<file path="src/gd_regs_params.svh">
// Summary of operation
// - Gate mismatch flags in secondary analog bits 7,6
// - Secondary overtemperature flag in analog bit 4
// - Negative rail overvolt bit 3, undervolt bit 2
// - Positive supply overvolt bit 1, undervolt bit 0
// - User ECC uncorrectable bit 7, corrected bit 6
// - Factory ECC uncorrectable bit 5, corrected bit 4
// - Self test bit 2, CRC bit 1, link bit 0
// - Duty readbacks are 12-bit read-only values
// - Negative rail lockout disable field bits 7:0
// - Config A bit 6 gives short command priority
// - Config A bit 5 shows saturation self-test on pin
// - Config A bit 4 disables gate-sense saturation control
// - Config A bit 3 bypasses temperature filter
// - Config A bits 2:1 select temperature threshold
// - Config A bit 0 switches off temperature bias
// - Config B bit 6 routes CRC fault to pin
// - Config B bits 5:3 select blanking time
// - Config B bits 2:0 select supply threshold
// - Writing one clears a latched digital fault bit 5:0
// - Config writes need both simulate bits; program needs all
`ifndef GD_REGS_PARAMS_SVH
`define GD_REGS_PARAMS_SVH

// ----------------------------------------
// Register offsets
// ----------------------------------------
`define ADDR_DUTY_A        7'h08
`define ADDR_DUTY_B        7'h09
`define ADDR_PRI_ID        7'h3F
`define ADDR_SEC_ANALOG    7'h40
`define ADDR_SEC_DIGITAL   7'h41
`define ADDR_NVM_CTRL      7'h42
`define ADDR_GAIN_TRIM     7'h50
`define ADDR_OFFSET_TRIM   7'h51
`define ADDR_NEG_LOCK_OFF  7'h52
`define ADDR_CFG_A         7'h53
`define ADDR_CFG_B         7'h54
`define ADDR_CFG_C         7'h55
`define ADDR_SEC_ID        7'h7F

// ----------------------------------------
// Field masks and positions
// ----------------------------------------
`define REG_W              15
`define MASK_BYTE          15'h00FF
`define MASK_DUTY          15'h0FFF
`define MASK_CTRL          15'h00C7
`define MASK_CFG_B         15'h007F
`define MASK_CFG_C         15'h0003
`define MASK_DIG_RW        15'h003F
`define CTRL_SIM_LSB       0
`define CTRL_PROGRAM       2
`define CTRL_CORR_BYPASS   6
`define CTRL_PIN_VERIFY    7
`define RESET_ZERO         15'h0000
`define PRI_ID_VALUE       8'h5A
`define SEC_ID_VALUE       8'hA5

`endif

</file>
<file path="src/gd_regs_pkg.sv">
package gd_regs_pkg;
   typedef logic [14:0] word_t;
   typedef logic [6:0]  addr_t;
endpackage : gd_regs_pkg

</file>
<file path="src/fault_bus_if.sv">
`timescale 1ns/1ns
// Fault events and clears passed between top and the latch bank
interface fault_bus_if;
   logic [7:0] events;
   logic [7:0] clear;
   logic [7:0] flags;
   modport owner (output events, output clear, input flags);
   modport bank  (input events, input clear, output flags);
endinterface : fault_bus_if

</file>
<file path="src/gate_driver_fault_config_regs.sv">
`timescale 1ns/1ns
`include "gd_regs_params.svh"
module gate_driver_fault_config_regs (
   // Clock and reset
   input  wire logic                clk,
   input  wire logic                rst_n,
   // Register access port
   input  wire logic                regWrite,
   input  wire logic                regRead,
   input  wire gd_regs_pkg::addr_t  regAddr,
   input  wire gd_regs_pkg::word_t  regWdata,
   output gd_regs_pkg::word_t       regRdata,
   output logic                     regRvalid,
   output logic                     nvmProgram,
   // Fault event inputs, asynchronous to clk
   input  wire logic [7:0]          analogEvents,
   input  wire logic [7:0]          digitalEvents,
   // Duty measurements
   input  wire logic [11:0]         dutyA,
   input  wire logic [11:0]         dutyB,
   // Analog configuration outputs
   output logic                     correctionBypass,
   output logic                     pinVerify,
   output logic [7:0]               gainTrim,
   output logic [7:0]               offsetTrim,
   output logic [7:0]               negRailLockoutOff,
   output logic                     shortCmdPriorityEn,
   output logic                     satSelftestObserveEn,
   output logic                     gateSenseSatOff,
   output logic                     tempFilterOff,
   output logic [1:0]               tempThresholdSel,
   output logic                     tempBiasOff,
   output logic [2:0]               satBlankSel,
   output logic [2:0]               supplyThresholdSel,
   output logic                     turnOnEdgeSel,
   output logic                     turnOffEdgeSel,
   // Secondary fault pin, low while asserted
   input  wire logic                selftestCompOut,
   output logic                     secondaryFaultPin_n
);
   // ----------------------------------------
   // Event synchronisers, three stages
   // ----------------------------------------
   logic [7:0] anaS1_q, anaS2_q, anaS3_q;
   logic [7:0] digS1_q, digS2_q, digS3_q;
   logic       cmpS1_q, cmpS2_q, cmpS3_q;

   // Second and third stages must agree before an event counts
   always_ff @(posedge clk) begin
      if (!rst_n) begin
         anaS1_q <= 8'h00;
         anaS2_q <= 8'h00;
         anaS3_q <= 8'h00;
         digS1_q <= 8'h00;
         digS2_q <= 8'h00;
         digS3_q <= 8'h00;
         cmpS1_q <= 1'b0;
         cmpS2_q <= 1'b0;
         cmpS3_q <= 1'b0;
      end else begin
         anaS1_q <= analogEvents;
         anaS2_q <= anaS1_q;
         anaS3_q <= anaS2_q;
         digS1_q <= digitalEvents;
         digS2_q <= digS1_q;
         digS3_q <= digS2_q;
         cmpS1_q <= selftestCompOut;
         cmpS2_q <= cmpS1_q;
         cmpS3_q <= cmpS2_q;
      end
   end

   logic [7:0] anaEvt;
   logic [7:0] digEvt;
   assign anaEvt = anaS2_q & anaS3_q;
   assign digEvt = digS2_q & digS3_q;

   // ----------------------------------------
   // Write qualification
   // ----------------------------------------
   logic [7:0] ctrl_q;
   logic       simOk;
   logic       wrAny;
   logic       wrOk;
   // Control register itself must stay writable to arm the simulate bits
   assign simOk = &ctrl_q[`CTRL_SIM_LSB +: 2];
   assign wrAny = regWrite && (regAddr == `ADDR_NVM_CTRL);
   assign wrOk  = regWrite && simOk;
   // Masks are full register width; only the low byte is kept, on purpose
   logic [14:0] digClrWord;
   logic [14:0] ctrlWord;
   assign digClrWord = regWdata & `MASK_DIG_RW;
   assign ctrlWord   = regWdata & `MASK_CTRL;

   // ----------------------------------------
   // Sticky fault banks
   // ----------------------------------------
   fault_bus_if anaBus ();
   fault_bus_if digBus ();

   // Digital flags write-one-to-clear; user ECC flags are read-only so never cleared
   assign anaBus.events = anaEvt;
   assign anaBus.clear  = 8'h00;
   assign digBus.events = digEvt;
   assign digBus.clear  = (regWrite && regAddr == `ADDR_SEC_DIGITAL)
                          ? digClrWord[7:0] : 8'h00;

   fault_latch_bank uAnalog (
      .clk   (clk),
      .rst_n (rst_n),
      .fb    (anaBus)
   );
   fault_latch_bank uDigital (
      .clk   (clk),
      .rst_n (rst_n),
      .fb    (digBus)
   );

   // Analog flags clear when their cause goes away, held as read-only
   logic [7:0] anaView;
   assign anaView = anaBus.flags & anaEvt;

   // ----------------------------------------
   // Control register, always writable
   // ----------------------------------------
   always_ff @(posedge clk) begin
      if (!rst_n) begin
         ctrl_q <= 8'h00;
      end else if (wrAny) begin
         ctrl_q <= ctrlWord[7:0];
      end
   end

   // Program pulse when simulate and program are all set on a control write while both simulate bits are already set
   logic nvmProgram_q;
   always_ff @(posedge clk) begin
      if (!rst_n) begin
         nvmProgram_q <= 1'b0;
      end else begin
         nvmProgram_q <= wrAny && (&regWdata[1:0]) && regWdata[`CTRL_PROGRAM]
                         && simOk;
      end
   end

   // ----------------------------------------
   // Configuration registers
   // ----------------------------------------
   logic [7:0] gain_q, offset_q, negOff_q, cfgA_q;
   logic [6:0] cfgB_q;
   logic [1:0] cfgC_q;

   always_ff @(posedge clk) begin
      if (!rst_n) begin
         gain_q   <= 8'h00;
         offset_q <= 8'h00;
         negOff_q <= 8'h00;
         cfgA_q   <= 8'h00;
         cfgB_q   <= 7'h00;
         cfgC_q   <= 2'h0;
      end else if (wrOk) begin
         case (regAddr)
            `ADDR_GAIN_TRIM:    gain_q   <= regWdata[7:0];
            `ADDR_OFFSET_TRIM:  offset_q <= regWdata[7:0];
            `ADDR_NEG_LOCK_OFF: negOff_q <= regWdata[7:0];
            `ADDR_CFG_A:        cfgA_q   <= regWdata[7:0];
            `ADDR_CFG_B:        cfgB_q   <= regWdata[6:0];
            `ADDR_CFG_C:        cfgC_q   <= regWdata[1:0];
            default: begin
            end
         endcase
      end
   end

   // ----------------------------------------
   // Outputs to the analog side
   // ----------------------------------------
   always_ff @(posedge clk) begin
      if (!rst_n) begin
         correctionBypass     <= 1'b0;
         pinVerify            <= 1'b0;
         gainTrim             <= 8'h00;
         offsetTrim           <= 8'h00;
         negRailLockoutOff    <= 8'h00;
         shortCmdPriorityEn   <= 1'b0;
         satSelftestObserveEn <= 1'b0;
         gateSenseSatOff      <= 1'b0;
         tempFilterOff        <= 1'b0;
         tempThresholdSel     <= 2'h0;
         tempBiasOff          <= 1'b0;
         satBlankSel          <= 3'h0;
         supplyThresholdSel   <= 3'h0;
         turnOnEdgeSel        <= 1'b0;
         turnOffEdgeSel       <= 1'b0;
         nvmProgram           <= 1'b0;
      end else begin
         correctionBypass     <= ctrl_q[`CTRL_CORR_BYPASS];
         pinVerify            <= ctrl_q[`CTRL_PIN_VERIFY];
         gainTrim             <= gain_q;
         offsetTrim           <= offset_q;
         negRailLockoutOff    <= negOff_q;
         shortCmdPriorityEn   <= cfgA_q[6];
         satSelftestObserveEn <= cfgA_q[5];
         gateSenseSatOff      <= cfgA_q[4];
         tempFilterOff        <= cfgA_q[3];
         tempThresholdSel     <= cfgA_q[2:1];
         tempBiasOff          <= cfgA_q[0];
         satBlankSel          <= cfgB_q[5:3];
         supplyThresholdSel   <= cfgB_q[2:0];
         turnOnEdgeSel        <= cfgC_q[1];
         turnOffEdgeSel       <= cfgC_q[0];
         nvmProgram           <= nvmProgram_q;
      end
   end

   // ----------------------------------------
   // Secondary fault pin
   // ----------------------------------------
   // Self-test observation overrides the CRC route while enabled
   always_ff @(posedge clk) begin
      if (!rst_n) begin
         secondaryFaultPin_n <= 1'b1;
      end else if (cfgA_q[5]) begin
         // Follow the comparator only once two stages agree; hold otherwise
         if (cmpS2_q == cmpS3_q) begin
            secondaryFaultPin_n <= ~cmpS3_q;
         end
      end else begin
         secondaryFaultPin_n <= ~(cfgB_q[6] && digBus.flags[1]);
      end
   end

   // ----------------------------------------
   // Read path
   // ----------------------------------------
   gd_regs_pkg::word_t rdMux;
   always_comb begin
      rdMux = `RESET_ZERO;
      case (regAddr)
         `ADDR_DUTY_A:       rdMux = {3'h0, dutyA};
         `ADDR_DUTY_B:       rdMux = {3'h0, dutyB};
         `ADDR_PRI_ID:       rdMux = {7'h00, `PRI_ID_VALUE};
         `ADDR_SEC_ANALOG:   rdMux = {7'h00, anaView};
         `ADDR_SEC_DIGITAL:  rdMux = {7'h00, digBus.flags};
         `ADDR_NVM_CTRL:     rdMux = {7'h00, ctrl_q};
         `ADDR_GAIN_TRIM:    rdMux = {7'h00, gain_q};
         `ADDR_OFFSET_TRIM:  rdMux = {7'h00, offset_q};
         `ADDR_NEG_LOCK_OFF: rdMux = {7'h00, negOff_q};
         `ADDR_CFG_A:        rdMux = {7'h00, cfgA_q};
         `ADDR_CFG_B:        rdMux = {8'h00, cfgB_q};
         `ADDR_CFG_C:        rdMux = {13'h0000, cfgC_q};
         `ADDR_SEC_ID:       rdMux = {7'h00, `SEC_ID_VALUE};
         default:            rdMux = `RESET_ZERO;
      endcase
   end

   // Read data registered one cycle after the strobe
   always_ff @(posedge clk) begin
      if (!rst_n) begin
         regRdata  <= `RESET_ZERO;
         regRvalid <= 1'b0;
      end else begin
         regRvalid <= regRead;
         if (regRead) begin
            regRdata <= rdMux;
         end
      end
   end
endmodule : gate_driver_fault_config_regs

</file>
<file path="src/fault_latch_bank.sv">
`timescale 1ns/1ns
module fault_latch_bank (
   // Clock and reset
   input wire logic clk,
   input wire logic rst_n,
   // Fault traffic
   fault_bus_if.bank fb
);
   logic [7:0] flags_q;

   // ----------------------------------------
   // Sticky flags; a new event beats a clear in the same cycle
   // ----------------------------------------
   always_ff @(posedge clk) begin
      if (!rst_n) begin
         flags_q <= 8'h00;
      end else begin
         flags_q <= (flags_q & ~fb.clear) | fb.events;
      end
   end

   assign fb.flags = flags_q;
endmodule : fault_latch_bank

</file>
<file path="config.mk">
export PLATFORM = sky130hd
export DESIGN_NAME = gate_driver_fault_config_regs
export DESIGN_NICKNAME = d
export VERILOG_FILES = /design/src/gd_regs_pkg.sv /design/src/fault_bus_if.sv /design/src/gate_driver_fault_config_regs.sv /design/src/fault_latch_bank.sv
export VERILOG_INCLUDE_DIRS = /design/src
export SDC_FILE = /design/constraint.sdc
export NUM_CORES = 1
export LEC_CHECK = 0
export BUFFER_PORTS_ARGS = -buffer_cell sky130_fd_sc_hd__buf_2
export CAP_MARGIN = 15
export CORE_MARGIN = 10
export CORE_UTILIZATION = 50
export DETAILED_ROUTE_END_ITERATION = 7
export PLACE_DENSITY = 0.73
export SLEW_MARGIN = 20
export SYNTH_ARGS = -nofsm -noshare
export SYNTH_HDL_FRONTEND = slang
export SYNTH_HIERARCHICAL = 1
export SYNTH_SLANG_ARGS = --single-unit
</file>
<file path="constraint.sdc">
create_clock -name clk -period 4.3 [get_ports clk]
set_clock_uncertainty 0.05 [all_clocks]
set_input_delay 0.645 -clock clk [delete_from_list [all_inputs] [get_ports clk]]
set_output_delay 0.645 -clock clk [all_outputs]
set_load 0.1 [all_outputs]
</file>
Word level (Yosys, flattened, before mapping)
Cells that the tools add are included.
{ "word_totals": {"ff_bits": 173, "out_inout_bits": 59, "word_cells": 81} }
{ "op_classes": {"n_eq_ne": 15, "muxes": 4, "bitwise_logic": 9, "reduce_logical": 15} }
{ "ops": {"columns": ["op", "n"], "rows": [
  ["$pmux W12 S13", 1],
  ["$eq A7 B7 Y1 const B", 10],
  ["$and A8 B8 Y8", 4],
  ["$or A8 B8 Y8", 2],
  ["$reduce_and A2 Y1", 8],
  ["$eq A7 B4 Y1 const B", 2],
  ["$not A6 Y8", 1],
  ["$eq A7 B6 Y1 const B", 1],
  ["$logic_and A1 B1 Y1", 7],
  ["$mux W6", 1],
  ["$mux W1", 2],
  ["$ne A2 B1 Y1 const B", 1],
  ["$not A1 Y1", 2],
  ["$eq A1 B1 Y1", 1]
]} }

Longest topological paths before layout
{ "depth": {"ltp_word": 6, "depth_mapped": 8, "depth_no_buf": 6} }

Hierarchy
Netlist, hierarchy kept.
{ "modules_own_cells": {"columns": ["module", "instances", "cells_per_inst", "area_each_um2", "seq_area_each_um2"], "rows": [
  ["gate_driver_fault_config_regs", 1, 615, 6182.2, 3083.0],
  ["fault_latch_bank", 2, 25, 337.8, 160.2]
]} }

Worst setup path before layout
OpenSTA, ideal clock, no wires.
{ "synth_timing": {"path_kind": "input -> register", "from": "input port regAddr[3]", "to": "register uDigital.flags_q[0], in the netlist uDigital/fb.flags[0]", "setup_time_ps": 115, "arrival_time_ps": 2145, "required_time_ps": 4135, "path_slack_ps": 1990, "cell_stages": 8, "path_buffers": 2, "path_cell_list": "buf_6 or4b_1 buf_6 nor2_8 and3_1 and2_1 nor2b_4 o21a_1"} }
{ "synth_via": {"elab_chain_len": 6} }
{ "synth_rtl": {"columns": ["element", "line_no", "rtl"], "rows": [
  ["from (decl)", "gate_driver_fault_config_regs.sv:10", "input wire gd_regs_pkg::addr_t regAddr,"],
  ["$eq A7 B7 Y1", null, null],
  ["$logic_and A1 B1 Y1 (no line)", null, null],
  ["$mux W6", "gate_driver_fault_config_regs.sv:105", "assign digBus.clear = (regWrite && regAddr == `ADDR_SEC_DIGITAL)"],
  ["net digBus.clear[0]", "fault_bus_if.sv:5", "logic [7:0] clear;"],
  ["$not A6 Y8", "fault_latch_bank.sv:18", "flags_q <= (flags_q & ~fb.clear) | fb.events;"],
  ["$and A8 B8 Y8", "fault_latch_bank.sv:18", null],
  ["$or A8 B8 Y8", "fault_latch_bank.sv:18", null],
  ["to (signal assigned)", "fault_latch_bank.sv:18", null],
  ["to (decl)", "fault_latch_bank.sv:9", "logic [7:0] flags_q;"]
]} }
The timed path passes the listed nets, and every way through them passes these cells.
A chain may end at the register's enable or synchronous reset.

Final worst setup path
{ "layout_timing": {"from": "input port regAddr[4]", "to": "register regRdata[0]"} }
{ "layout_via": {"elab_chain_len": 2} }
{ "layout_rtl": {"columns": ["element", "line_no", "rtl"], "rows": [
  ["$eq A7 B7 Y1 (tied with other cells)", "gate_driver_fault_config_regs.sv:238", "case (regAddr)"],
  ["$pmux W12 S13 *", "gate_driver_fault_config_regs.sv:238", null],
  ["to (signal assigned)", "gate_driver_fault_config_regs.sv:259", "regRdata <= `RESET_ZERO;"],
  ["to (signal assigned)", "gate_driver_fault_config_regs.sv:264", "regRdata <= rdMux;"],
  ["to (decl)", "gate_driver_fault_config_regs.sv:12", "output gd_regs_pkg::word_t regRdata,"]
]} }
Mark *: on every way between the ends. The rest lies on a longest branch, timed or not.

==> summary.txt <==
YS warnings: 6
worst skew pair latency: 0.43 ns
Post-synth ARST share: 0%
drt wl/cell: 18.9 um
first-pass GRT wire length: 27700 um
most common cell after layout, fill and taps aside: dfxtp_1
worst-path cell chain: buf_2, inv_1, nor3_1, a31oi_1, a221o_1, a32oi_1
TritonCTS Buffers: 17
Mapped Area: 0.00686 sq mm
arrival time at the worst endpoint: 2.94 ns
placer congestion estimate: 0.907
largest net degree at the start of global routing: 96
antenna violations before repair: 0
Max Cap Violations: 0
post-synthesis sequential area ratio: 49.6%
# clock sinks: 170
Top reg by flops: regRdata
synthesis-to-finish area growth: 17.5%
DRT Wirelength: 18100 um
Synth Instances: 665
Pins Over Slew Limit: 0
worst setup path startpoint: regAddr[4]
fin crit share: 61.4%
vias per cell: 5.30
setup violators final: 0
Yosys reg bits: 170
CP Capture Type: flop
HPWL Detailed: 12900 um
min-delay worst type: input port to flop
Leak: 3.42 nW
gr ovfl total: 0
min cycle time layout: 2.64 ns
die footprint: 0.0188 sq mm
Fmax: 0.379 GHz
clk buf depth: 2
final setup TNS: 0 ns
fraction of layout cells with a size suffix above 1: 25.0%
TritonCTS clock tree: built
Hold Startpoint: digitalEvents[0]
RSZ-0062 raised after global routing: no
post-synth cell types: 67
# rows: 42
commonest non-fill, non-tap cells in the layout: 170 x dfxtp_1, 115 x and2_1, 114 x buf_2
Die Height: 137 um
Vias: 5081
worst-path maximum fanout: 31
ant diodes: 0
Post-DRT Antenna Nets: 0
VDD IR max: 0.000335 V
Post-synth EDFFs: 0
CTS Hold Bufs: 0
critical path buffer and inverter count: 2
Avg Cell Area, Syn: 10.3 sq um
Worst path slowest cell: buf_2
Initial Util: 51.4%
outcome: finished, final reports clean
slew margin rel.: 36.1%
Remaining DRCs: 0
total track usage: 19.3%
WP data required: 4.60 ns
Port Buf Inserts: 115
Worst Tran Pin Value: 0.950 ns
CTS resizes: 0
Initial DRC Count: 428
max FFs per register: 12
H-tree depth: 4
FF-to-FF Start: ctrl_q[0]
width of the die: 137 um
IO Count: 126
Max stage delay on crit path: 0.64 ns
Post-CTS Setup Bufs: 0
pwr dens: 409 mW/mm^2
# nets final: 837
Top FF cell, synth: dfxtp_1
CTS root buffer: clkbuf_16
Reg clk slew, reported paths: 0.06 ns
final core occ: 60.4%
Crit Path Class: input port to flop
Worst Setup Start Kind: input port
vias in the first global route: 5099
critical path's top delay family: buffers and inverters
Core ar.: 0.0133 sq mm
Fin. Hold Viols: 0
Detailed Routing Iterations Pass 1: 5
[per-layer routing]
metal  vias to the layer above  wire length, um  GRT usage [%]  part of all wire (%)
met3                        36             1360           4.99                   7.5
met2                       199             8780           31.8                    49
met5                         -                0              0                     0
li1                       2467                -              -                     -
met4                         0              471           8.20                   2.6
met1                      2379             7480           23.2                    41
[final cells by class]
class / count / area (sq um)
fillers: 1189 / 5290
flip-flops and latches: 170 / 3400
multi-input cells: 457 / 3210
repair buffers: 118 / 613
clock buffers: 17 / 425
well taps: 176 / 220
clock inverters: 15 / 164
inverters: 6 / 22.5
[cell families (layout without fill, tap and decap cells)]
| group | Yosys count | count (layout) | synth area share [%] |
|---|---|---|---|
| buffers and inverters | 50 | 156 | 4.20 |
| AO/OA/AOI/OAI | 99 | 99 | 10.7 |
| flip-flops | 170 | 170 | 49.6 |
| AND/OR/NAND/NOR | 300 | 300 | 28.7 |
| multiplexers | 45 | 45 | 6.71 |
| other | 1 | 13 | 0.0547 |
[power breakdown]
part | total [mW] | internal [mW] | switching, mW
logic | 0.172 | 0.0567 | 0.115
registers | 1.60 | 1.59 | 0.00588
clock network | 1.52 | 0.866 | 0.655
total | 3.29 | 2.52 | 0.776
[final timing paths]
path / end / slack [ns] / cells past startpoint
min reg2reg: digS2_q[6] / 0.38 / 1
min: digS1_q[0] / 0.37 / 2
max: regRdata[0] / 1.66 / 6
max reg2reg: cfgB_q[3] / 2.53 / 4
[metrics by stage]
step,setup WS [ns],power (mW),cell area (sq um),instances,hold WS [ns]
after floorplan,1.99,1.75,6900,677,0.362
after global placement,1.34,1.80,7470,927,0.366
after detailed placement,1.28,1.81,7470,927,0.367
after CTS,1.73,3.32,8060,959,0.351
after global routing,1.55,3.40,8060,959,0.358
final,1.66,3.29,8060,959,0.365
[cells in the mapped netlist (all sizes together) (2+ instances only)]
cell     instances  share of area [%]
or4b             2               0.29
nor2             9                1.2
or2              2               0.18
a22oi            9               0.99
o21ai           14                1.0
clkbuf          30                2.1
nor3b            2               0.22
nor2b           55                6.8
and4b            3               0.44
nor4             2               0.27
inv              5               0.27
a32oi            4               0.51
nand4            3               0.27
o21a            16                1.8
a31oi            7               0.64
a221oi           3               0.47
nand3b           2               0.22
a2bb2oi          4               0.60
nand3           25                2.0
a31o             2               0.26
a21oi            8               0.58
nor4b            2               0.47
o32ai            2               0.26
and2           117                 11
mux2             8                1.3
buf             14                1.8
a21boi          16                1.8
nand2           51                2.8
nand4b           2               0.26
o2bb2ai          2               0.26
and3             8               0.73
o211ai           2               0.22
dfxtp          170                 50
nor3            11                1.4
mux2i           37                5.4
[worst register-to-register path: cells and delay by family, from the launching register on]
| family | cells | cell delay [ns] |
|---|---|---|
| AO/OA/AOI/OAI | 1 | 0.22 |
| AND/OR/NAND/NOR | 3 | 1.01 |
| flip-flops | 1 | 0.41 |
No activity file was read; power rests on OpenSTA's default activity.
